[config.mk]
export PLATFORM = sky130hd
export DESIGN_NAME = gpcd_ports
export DESIGN_NICKNAME = d
export VERILOG_FILES = /design/src/rtl/gpcd_pkg.sv /design/src/rtl/gpcd_pin_sync.sv /design/src/rtl/gpcd_ports.sv
export SDC_FILE = /design/constraint.sdc
export NUM_CORES = 1
export LEC_CHECK = 0
export BUFFER_PORTS_ARGS = -buffer_cell sky130_fd_sc_hd__buf_2
export CORE_AREA = 5 5 124 115
export DETAILED_ROUTE_END_ITERATION = 12
export DIE_AREA = 0 0 129 120
export GPL_ROUTABILITY_DRIVEN = 1
export SYNTH_ARGS = -nofsm -noshare
export SYNTH_HDL_FRONTEND = slang
export SYNTH_SLANG_ARGS = --single-unit
[constraint.sdc]
create_clock -name pclk -period 1.4 [get_ports pclk]
set_input_delay 0.07 -clock pclk [delete_from_list [all_inputs] [get_ports pclk]]
set_output_delay 0.07 -clock pclk [all_outputs]
set_load 0.03 [all_outputs]
[src/rtl/gpcd_pkg.sv]
// Constants shared by the port C / port D block
`default_nettype none
package gpcd_pkg;
    localparam int unsigned ADDR_W = 12;
    localparam int unsigned DATA_W = 32;
    localparam int unsigned PORT_W = 8;

    // Register indices as printed; byte address is four times the index
    localparam logic [ADDR_W-1:0] IDX_PORT_C_DATA = 12'h007;
    localparam logic [ADDR_W-1:0] IDX_PORT_D_DATA = 12'h008;
    localparam logic [ADDR_W-1:0] IDX_PORT_C_DIR = 12'h087;
    localparam logic [ADDR_W-1:0] IDX_PORT_D_DIR = 12'h088;
    localparam logic [ADDR_W-1:0] IDX_PORT_E_DIR = 12'h089;
    localparam logic [ADDR_W-1:0] ADDR_PORT_C_DATA = IDX_PORT_C_DATA << 2;
    localparam logic [ADDR_W-1:0] ADDR_PORT_D_DATA = IDX_PORT_D_DATA << 2;
    localparam logic [ADDR_W-1:0] ADDR_PORT_C_DIR = IDX_PORT_C_DIR << 2;
    localparam logic [ADDR_W-1:0] ADDR_PORT_D_DIR = IDX_PORT_D_DIR << 2;
    localparam logic [ADDR_W-1:0] ADDR_PORT_E_DIR = IDX_PORT_E_DIR << 2;

    // Reset values
    localparam logic [PORT_W-1:0] PORT_DIR_RST = 8'hff;
    localparam logic [PORT_W-1:0] PORT_LATCH_RST = 8'h00;
    localparam logic [2:0] PORT_E_DIR_RST = 3'h7;
    localparam logic PSP_MODE_RST = 1'b0;

    // Port E direction / slave status field positions
    localparam int unsigned PE_DIR_LSB = 0;
    localparam int unsigned PE_DIR_MSB = 2;
    localparam int unsigned PE_UNUSED_BIT = 3;
    localparam int unsigned PE_MODE_BIT = 4;
    localparam int unsigned PE_OVF_BIT = 5;
    localparam int unsigned PE_OUT_FULL_BIT = 6;
    localparam int unsigned PE_IN_FULL_BIT = 7;

    // Port C pin roles
    localparam int unsigned PC_T1_CLK_PIN = 0;
    localparam int unsigned PC_T1_OSC_PIN = 1;
    localparam int unsigned PC_CAPTURE_COMPARE_PWM_UNIT_ONE_PIN = 2;
    localparam int unsigned PC_SCLK_PIN = 3;
    localparam int unsigned PC_SDI_PIN = 4;
    localparam int unsigned PC_SDO_PIN = 5;
    localparam int unsigned PC_TX_PIN = 6;
    localparam int unsigned PC_RX_PIN = 7;

    // Pins that exist as peripheral pins on every variant; the USART pair 6 and 7 only with a USART
    localparam logic [PORT_W-1:0] PC_BASE_SEL_MASK = 8'h3f;
    localparam logic [PORT_W-1:0] PC_USART_SEL_MASK = 8'hc0;

    localparam logic [DATA_W-1:0] RDATA_ZERO = 32'h0000_0000;
    localparam logic [PORT_W-1:0] BYTE_ZERO = 8'h00;
endpackage
`default_nettype wire

[src/rtl/gpcd_pin_sync.sv]
// Two-flop synchroniser for a group of pin inputs
`default_nettype none
module gpcd_pin_sync #(
    parameter int unsigned WIDTH = 8
) (
    input wire logic pclk,
    input wire logic presetn,
    input wire logic [WIDTH-1:0] async_in,
    output logic [WIDTH-1:0] sync_out
);
    logic [WIDTH-1:0] meta_reg;
    logic [WIDTH-1:0] sync_reg;

    // First stage feeds only the second stage
    always_ff @(posedge pclk or negedge presetn) begin
        if (!presetn) begin
            meta_reg <= '0;
            sync_reg <= '0;
        end else begin
            meta_reg <= async_in;
            sync_reg <= meta_reg;
        end
    end

    assign sync_out = sync_reg;
endmodule
`default_nettype wire

[src/rtl/gpcd_ports.sv]
// Port C and port D pin logic with peripheral override and APB registers
//
// Operation
// - Per port C pin, select picks latch or peripheral as output value.
// - Peripheral output enable reaches a port C pin only while selected.
// - Port C direction bits reset to all ones on every reset.
// - Port D direction bits reset to all ones on every reset.
// - Each port D pin has its own direction bit.
// - Mode bit 4 of port E register turns port D into slave data port.
// - In slave mode port D pin n carries slave data bit n.
// - Port C pins 3, 4, 5 selectable as serial clock, data in, data out.
// - Port C pin 2 selectable for capture/compare/PWM unit one.
// - With USART, port C pins 6 and 7 serve transmit and receive.
// - With second CCP, port C pin 1 is oscillator and unit two pin.
// - Port C pin 0 selectable as timer1 oscillator or external clock.
// - Direction one means input, zero means output; clear latch first.
// - Unimplemented register bits read back as zero.
// - Enabled peripheral overrides direction bit for as long as enabled.
// - Data register read returns pin levels; write updates latch only.
`default_nettype none
module gpcd_ports
    import gpcd_pkg::*;
#(
    parameter bit HAS_USART = 1'b1,
    parameter bit HAS_CAPTURE_COMPARE_PWM_UNIT_TWO = 1'b1
) (
    input wire logic pclk,
    input wire logic presetn,
    input wire logic other_reset_n,
    input wire logic psel,
    input wire logic penable,
    input wire logic pwrite,
    input wire logic [gpcd_pkg::ADDR_W-1:0] paddr,
    input wire logic [gpcd_pkg::DATA_W-1:0] pwdata,
    input wire logic [3:0] pstrb,
    output logic [gpcd_pkg::DATA_W-1:0] prdata,
    output logic pready,
    output logic pslverr,
    input wire logic [gpcd_pkg::PORT_W-1:0] port_c_pin_in,
    output logic [gpcd_pkg::PORT_W-1:0] port_c_pin_out,
    output logic [gpcd_pkg::PORT_W-1:0] port_c_pin_oe,
    input wire logic [gpcd_pkg::PORT_W-1:0] port_d_pin_in,
    output logic [gpcd_pkg::PORT_W-1:0] port_d_pin_out,
    output logic [gpcd_pkg::PORT_W-1:0] port_d_pin_oe,
    input wire logic [gpcd_pkg::PORT_W-1:0] periph_sel,
    input wire logic [gpcd_pkg::PORT_W-1:0] periph_out,
    input wire logic [gpcd_pkg::PORT_W-1:0] periph_oe,
    output logic [gpcd_pkg::PORT_W-1:0] port_c_level,
    output logic [gpcd_pkg::PORT_W-1:0] port_d_level,
    input wire logic [gpcd_pkg::PORT_W-1:0] slave_data_out,
    input wire logic slave_data_drive,
    input wire logic slave_input_full,
    input wire logic slave_output_full,
    input wire logic slave_input_overflow,
    output logic slave_overflow_clear,
    output logic parallel_slave_mode_select,
    output logic [2:0] port_e_direction
);
    import gpcd_pkg::*;

    // Register state
    logic [PORT_W-1:0] port_c_data_reg;
    logic [PORT_W-1:0] port_d_data_reg;
    logic [PORT_W-1:0] port_c_direction_reg;
    logic [PORT_W-1:0] port_d_direction_reg;
    logic [2:0] port_e_dir_reg;
    logic psp_mode_reg;
    logic ovf_clear_reg;
    logic [DATA_W-1:0] prdata_reg;
    logic pslverr_reg;

    // Pin drivers, registered
    logic [PORT_W-1:0] pc_out_reg;
    logic [PORT_W-1:0] pc_oe_reg;
    logic [PORT_W-1:0] pd_out_reg;
    logic [PORT_W-1:0] pd_oe_reg;

    // Synchronised pin levels
    logic [PORT_W-1:0] pc_sync;
    logic [PORT_W-1:0] pd_sync;

    gpcd_pin_sync #(
        .WIDTH(PORT_W)
    ) u_sync_c (
        .pclk(pclk),
        .presetn(presetn),
        .async_in(port_c_pin_in),
        .sync_out(pc_sync)
    );

    gpcd_pin_sync #(
        .WIDTH(PORT_W)
    ) u_sync_d (
        .pclk(pclk),
        .presetn(presetn),
        .async_in(port_d_pin_in),
        .sync_out(pd_sync)
    );

    // APB phase decode
    wire setup_phase = psel & ~penable;
    wire access_phase = psel & penable;
    wire lane0_wr = pwrite & pstrb[0];
    wire wr_en = access_phase & lane0_wr;

    wire hit_pc_data = (paddr == ADDR_PORT_C_DATA);
    wire hit_pd_data = (paddr == ADDR_PORT_D_DATA);
    wire hit_pc_dir = (paddr == ADDR_PORT_C_DIR);
    wire hit_pd_dir = (paddr == ADDR_PORT_D_DIR);
    wire hit_pe_dir = (paddr == ADDR_PORT_E_DIR);
    wire hit_any = hit_pc_data | hit_pd_data | hit_pc_dir | hit_pd_dir | hit_pe_dir;

    // Unmapped writes are dropped, not stored
    wire wr_pc_data = wr_en & hit_pc_data;
    wire wr_pd_data = wr_en & hit_pd_data;
    wire wr_pc_dir = wr_en & hit_pc_dir;
    wire wr_pd_dir = wr_en & hit_pd_dir;
    wire wr_pe_dir = wr_en & hit_pe_dir;

    wire [PORT_W-1:0] pe_read = {
        slave_input_full,
        slave_output_full,
        slave_input_overflow,
        psp_mode_reg,
        1'b0,
        port_e_dir_reg
    };

    wire [PORT_W-1:0] read_byte =
        hit_pc_data ? pc_sync :
        hit_pd_data ? pd_sync :
        hit_pc_dir ? port_c_direction_reg :
        hit_pd_dir ? port_d_direction_reg :
        hit_pe_dir ? pe_read : BYTE_ZERO;

    wire [DATA_W-1:0] read_word = {{(DATA_W - PORT_W){1'b0}}, read_byte};

    wire [PORT_W-1:0] wbyte = pwdata[PORT_W-1:0];

    // Overflow flag is owned by slave logic; writing zero asks it to clear
    wire ovf_clear_next = wr_pe_dir & ~wbyte[PE_OVF_BIT];

    // Read data is captured in the setup cycle, answer comes with no wait
    always_ff @(posedge pclk or negedge presetn) begin
        if (!presetn) begin
            prdata_reg <= RDATA_ZERO;
        end else if (setup_phase) begin
            prdata_reg <= pwrite ? RDATA_ZERO : read_word;
        end
    end

    // Unmapped address flag, shown only in the access phase
    always_ff @(posedge pclk or negedge presetn) begin
        if (!presetn) begin
            pslverr_reg <= 1'b0;
        end else if (setup_phase) begin
            pslverr_reg <= ~hit_any;
        end
    end

    assign prdata = prdata_reg;
    assign pready = 1'b1;
    assign pslverr = pslverr_reg & access_phase;

    // Writes load latch; other resets leave it alone
    always_ff @(posedge pclk or negedge presetn) begin
        if (!presetn) begin
            port_c_data_reg <= PORT_LATCH_RST;
        end else if (wr_pc_data) begin
            port_c_data_reg <= wbyte;
        end
    end

    always_ff @(posedge pclk or negedge presetn) begin
        if (!presetn) begin
            port_d_data_reg <= PORT_LATCH_RST;
        end else if (wr_pd_data) begin
            port_d_data_reg <= wbyte;
        end
    end

    // Port C inputs after any reset
    always_ff @(posedge pclk or negedge presetn) begin
        if (!presetn) begin
            port_c_direction_reg <= PORT_DIR_RST;
        end else if (!other_reset_n) begin
            port_c_direction_reg <= PORT_DIR_RST;
        end else if (wr_pc_dir) begin
            port_c_direction_reg <= wbyte;
        end
    end

    // Port D inputs after any reset; one bit per pin
    always_ff @(posedge pclk or negedge presetn) begin
        if (!presetn) begin
            port_d_direction_reg <= PORT_DIR_RST;
        end else if (!other_reset_n) begin
            port_d_direction_reg <= PORT_DIR_RST;
        end else if (wr_pd_dir) begin
            port_d_direction_reg <= wbyte;
        end
    end

    // Mode bit, writable with port E directions
    always_ff @(posedge pclk or negedge presetn) begin
        if (!presetn) begin
            psp_mode_reg <= PSP_MODE_RST;
            port_e_dir_reg <= PORT_E_DIR_RST;
        end else if (!other_reset_n) begin
            psp_mode_reg <= PSP_MODE_RST;
            port_e_dir_reg <= PORT_E_DIR_RST;
        end else if (wr_pe_dir) begin
            psp_mode_reg <= wbyte[PE_MODE_BIT];
            port_e_dir_reg <= wbyte[PE_DIR_MSB:PE_DIR_LSB];
        end
    end

    // One-cycle clear request toward the slave logic
    always_ff @(posedge pclk or negedge presetn) begin
        if (!presetn) begin
            ovf_clear_reg <= 1'b0;
        end else if (!other_reset_n) begin
            ovf_clear_reg <= 1'b0;
        end else begin
            ovf_clear_reg <= ovf_clear_next;
        end
    end

    assign slave_overflow_clear = ovf_clear_reg;
    assign parallel_slave_mode_select = psp_mode_reg;
    assign port_e_direction = port_e_dir_reg;

    // Pins that may be handed to peripherals on this variant
    // Serial pins 3..5; unit one on pin 2; timer1 on pin 0
    // Pin 1 carries the oscillator and, if present, unit two
    // Pins 6 and 7 only with a USART
    localparam logic [PORT_W-1:0] SEL_MASK =
        HAS_USART ? (PC_BASE_SEL_MASK | PC_USART_SEL_MASK) : PC_BASE_SEL_MASK;

    wire [PORT_W-1:0] sel_eff = periph_sel & SEL_MASK;

    // Next pin drive values, one slice per pin
    wire [PORT_W-1:0] pc_out_next;
    wire [PORT_W-1:0] pc_oe_next;
    wire [PORT_W-1:0] pd_out_next;
    wire [PORT_W-1:0] pd_oe_next;

    for (genvar g = 0; g < PORT_W; g++) begin : g_pin
        assign pc_out_next[g] = sel_eff[g] ? periph_out[g] : port_c_data_reg[g];
        // Otherwise a zero direction bit drives the pin
        assign pc_oe_next[g] = sel_eff[g] ? periph_oe[g] : ~port_c_direction_reg[g];

        // Slave bit n on pin n; directions ignored then
        assign pd_out_next[g] = psp_mode_reg ? slave_data_out[g] : port_d_data_reg[g];
        assign pd_oe_next[g] = psp_mode_reg ? slave_data_drive : ~port_d_direction_reg[g];
    end

    // Registered drivers avoid glitches when selects change; costs one cycle
    always_ff @(posedge pclk or negedge presetn) begin
        if (!presetn) begin
            pc_out_reg <= BYTE_ZERO;
            pc_oe_reg <= BYTE_ZERO;
        end else begin
            pc_out_reg <= pc_out_next;
            pc_oe_reg <= pc_oe_next;
        end
    end

    // Port D drivers, same latency
    always_ff @(posedge pclk or negedge presetn) begin
        if (!presetn) begin
            pd_out_reg <= BYTE_ZERO;
            pd_oe_reg <= BYTE_ZERO;
        end else begin
            pd_out_reg <= pd_out_next;
            pd_oe_reg <= pd_oe_next;
        end
    end

    assign port_c_pin_out = pc_out_reg;
    assign port_c_pin_oe = pc_oe_reg;
    assign port_d_pin_out = pd_out_reg;
    assign port_d_pin_oe = pd_oe_reg;

    // Peripheral inputs (capture, data in, receive, timer clock) read these
    // Oscillator pins need analog pads; only the digital view is here
    assign port_c_level = pc_sync;
    assign port_d_level = pd_sync;

    // Unit two shares pin 1 with the oscillator; a parameter keeps it visible
    wire unused_ok = HAS_CAPTURE_COMPARE_PWM_UNIT_TWO | (&pstrb[3:1]) | (|pwdata[DATA_W-1:PORT_W]);
endmodule
`default_nettype wire

==> results.sh <==
export IMPL_crit_arrival_ns=1.60
export IMPL_syn_to_final_growth_pct=45.5
export IMPL_place_area_um2=5430
export IMPL_critPathKind="in2reg"
export IMPL_ys_types=40
export IMPL_clock_fmax_mhz=730
export IMPL_ioPinCount=193
export IMPL_first_pass_iters=5
export IMPL_period_needed_ns=1.37
export IMPL_via_count=3524
export IMPL_fin_area_um2=6360
export IMPL_fin_nets=686
export IMPL_avgSynthCellArea_um2=12.6
export IMPL_ys_seq_elements=110
export IMPL_fin_hold_ws_ns=0.0177
export IMPL_grt_max_degree=46
export IMPL_gr_total_overflow=0
export IMPL_critPathCaptureType="register"
export IMPL_place_congestion=0.805
export IMPL_clock_skew_ns=0.00534
export IMPL_yosys_warnings=0
export IMPL_synth_xor_area_share=0
export IMPL_cts_root_buffer="clkbuf_16"
export IMPL_setup_viol=0
export IMPL_port_buffers=140
export IMPL_ys_seq_area_frac=0.635
export IMPL_critPathLaunchType="input port"
export IMPL_synth_top_cell_area_share=0.521
export IMPL_clock_path_buffers=2
export IMPL_hp_class="in2reg"
export IMPL_htree_levels=3
export IMPL_final_cells=753
export IMPL_drt_iter0_markers=158
export IMPL_yosys_area_share_simple=0.114
export IMPL_pre_cts_slack_ns=-0.339
export IMPL_rr_worst_depth=2
export IMPL_synth_top_family_by_area="simple AND/OR/NAND/NOR gates"
export IMPL_place_hpwl_um=9040
export IMPL_grt_pass1_vias=3765
export IMPL_initial_utilization=0.338
export IMPL_clock_sinks=110
export IMPL_slew_violations=0
export IMPL_cellLeakagePower_nw=3.06
export IMPL_cts_made_buffers=9
export IMPL_core_area_um2=12900
export IMPL_synthAdderAreaFrac=0
export IMPL_die_area_um2=15500
export IMPL_cp_max_fo=3
export IMPL_antenna_found_initial=0
export IMPL_power_ir_vdd_worst_uv=704
export IMPL_insertion_delay_ns=0.34
export IMPL_status="finished clean"
export IMPL_wl_per_cell_um=16.4
export IMPL_cts_tree="built"
export IMPL_hold_viol_final=0
export IMPL_viasPerCell=4.68
export IMPL_synthMuxAreaShare=0.103
export IMPL_die_y_um=120
export IMPL_synthCells=346
export IMPL_drc=0
export IMPL_track_usage=0.161
export IMPL_setup_ws_ns=0.0292
export IMPL_seq_area_um2=2780
export IMPL_rsz0062_at_grt="yes"
export IMPL_drtAntennaViolNets=0
export IMPL_ys_top_cells_by_area="dfrtp_1 (52%), dfstp_2 (11%), mux2_2 (9.5%)"
export IMPL_pwr_density_cell_nw_per_um2=1040
export IMPL_multi_input_area_um2=1440
export IMPL_grt_pass1_wl_um=19400
export IMPL_drv_cap=0
export IMPL_yosysTopAreaCell="dfrtp_1"
export IMPL_hold_depth=3
export IMPL_nFillCells=1187
export IMPL_cts_reportedPaths_clkPinSlew_ns=0.07
export IMPL_antenna_cells=0
export IMPL_worstPathRequired_ns=1.63
export IMPL_final_layout_size_suffix_gt1_frac=0.432
export IMPL_die_x_um=129
export IMPL_dp_cells=674
export IMPL_fin_crit_sh=0.979
export IMPL_synthesis_area_um2=4370
export IMPL_fp_row_count=40
export IMPL_synth_compound_area_frac=0.0902
export IMPL_wirelength_um=12400
[cell usage in the layout (no fill, tap or decap), types with 2 or more instances in the layout]
cell type      Yosys  layout
mux2_1             2       2
dlygate4sd3_1      0      62
a221oi_1           7       7
o21ai_0           45      40
clkbuf_16          0       9
dfrtp_1           91      91
nor4_4             2       2
nor4b_1            2       2
mux2_2            37      37
clkbuf_1          10       2
conb_1             2      25
nand2_1           22      22
buf_4             25      32
clkinv_2           0       2
or3_1              2       2
o21ai_1            0       5
nand4_1            3       3
a21oi_1            4       4
o221ai_1           6       6
nand3_1           40      40
buf_12             0       3
dfstp_2           19      19
inv_1              3       3
nand2_2            2       2
buf_2              1     139
[layout make-up]
cell class / count / share of cell area
clock buffers: 12 / 0.0388
inverters: 3 / 0.00177
clock inverters: 4 / 0.00748
flip-flops and latches: 110 / 0.437
repair buffers: 237 / 0.256
multi-input cells: 219 / 0.226
well taps: 168 / 0.0331
[metal layers]
layer | track usage | vias up | routed length, µm
li1 | - | 1667 | -
met1 | 0.205 | 1732 | 5250
met2 | 0.273 | 113 | 6290
met3 | 0.0449 | 12 | 688
met4 | 0.0354 | 0 | 146
met5 | 0 | - | 0
[power by group]
group          switching (mW)  total, mW  internal, mW
clock                    1.12       2.55          1.43
sequential             0.0268       3.28          3.25
combinational           0.440      0.753         0.312
total                    1.59       6.59          5.00
[worst max-delay path, cell delays in order]
cell	delay, ns
dlygate4sd3_1	0.53
buf_2	0.13
mux2_2	0.32
dlygate4sd3_1	0.55
[logic make-up (layout without fill, tap and decap cells)]
kind of cell / count (synthesis) / in the layout
muxes: 40 / 40
DFF: 110 / 110
AOI/OAI and AO/OA: 66 / 66
buffers and inverters: 40 / 256
other: 2 / 25
and+or+nand+nor: 88 / 88
[through the flow]
stage	utilization	setup TNS, ns	power, mW
6_report	0.493	0	6.59
3_3_place_gp	0.421	-9.89	3.95
5_1_grt	0.493	-0.0559	6.85
3_5_place_dp	0.421	-10.36	3.96
2_1_floorplan	-	-2.24	3.68
4_1_cts	0.492	0	6.67
[synth_stat cells (all sizes together)]
library cell   n
nor4b          2
nand3         40
mux2          39
nor2           2
a21boi         1
conb           2
or4            1
nand2b         1
clkbuf        10
nor3           2
nor4bb         1
and3           1
and4           1
o21ai         45
a32o           1
and4b          1
nor3b          1
dfrtp         91
nand4b         1
inv            3
or4b           1
a21oi          4
a21o           1
or3            2
a222oi         1
nor4           3
buf           27
nand2         24
o221ai         6
dfstp         19
and2           1
mux2i          1
nand4          3
a221oi         7
[repair_timing]
item / 4_1_cts / 5_1_grt
endpoints found under the hold margin: 141 / 0
resized for setup: 0 / 1
setup buffers: 0 / 1
setup endpoints to repair: 0 / 6
hold buffers: 62 / 0
[worst paths after layout]
kind,startpoint,to,slack [ns]
max,periph_sel[3],port_c_pin_out[3],0.03
min,pwdata[0],port_c_direction_reg[0],0.02
max reg2reg,port_c_data_reg[5],port_c_pin_out[5],0.07
min reg2reg,u_sync_d.meta_reg[1],u_sync_d.sync_out[1],0.35
max in group asynchronous,presetn,port_d_direction_reg[5],0.62
min in group asynchronous,presetn,port_d_data_reg[4],0.17
Power figures use the tool's default switching activity.
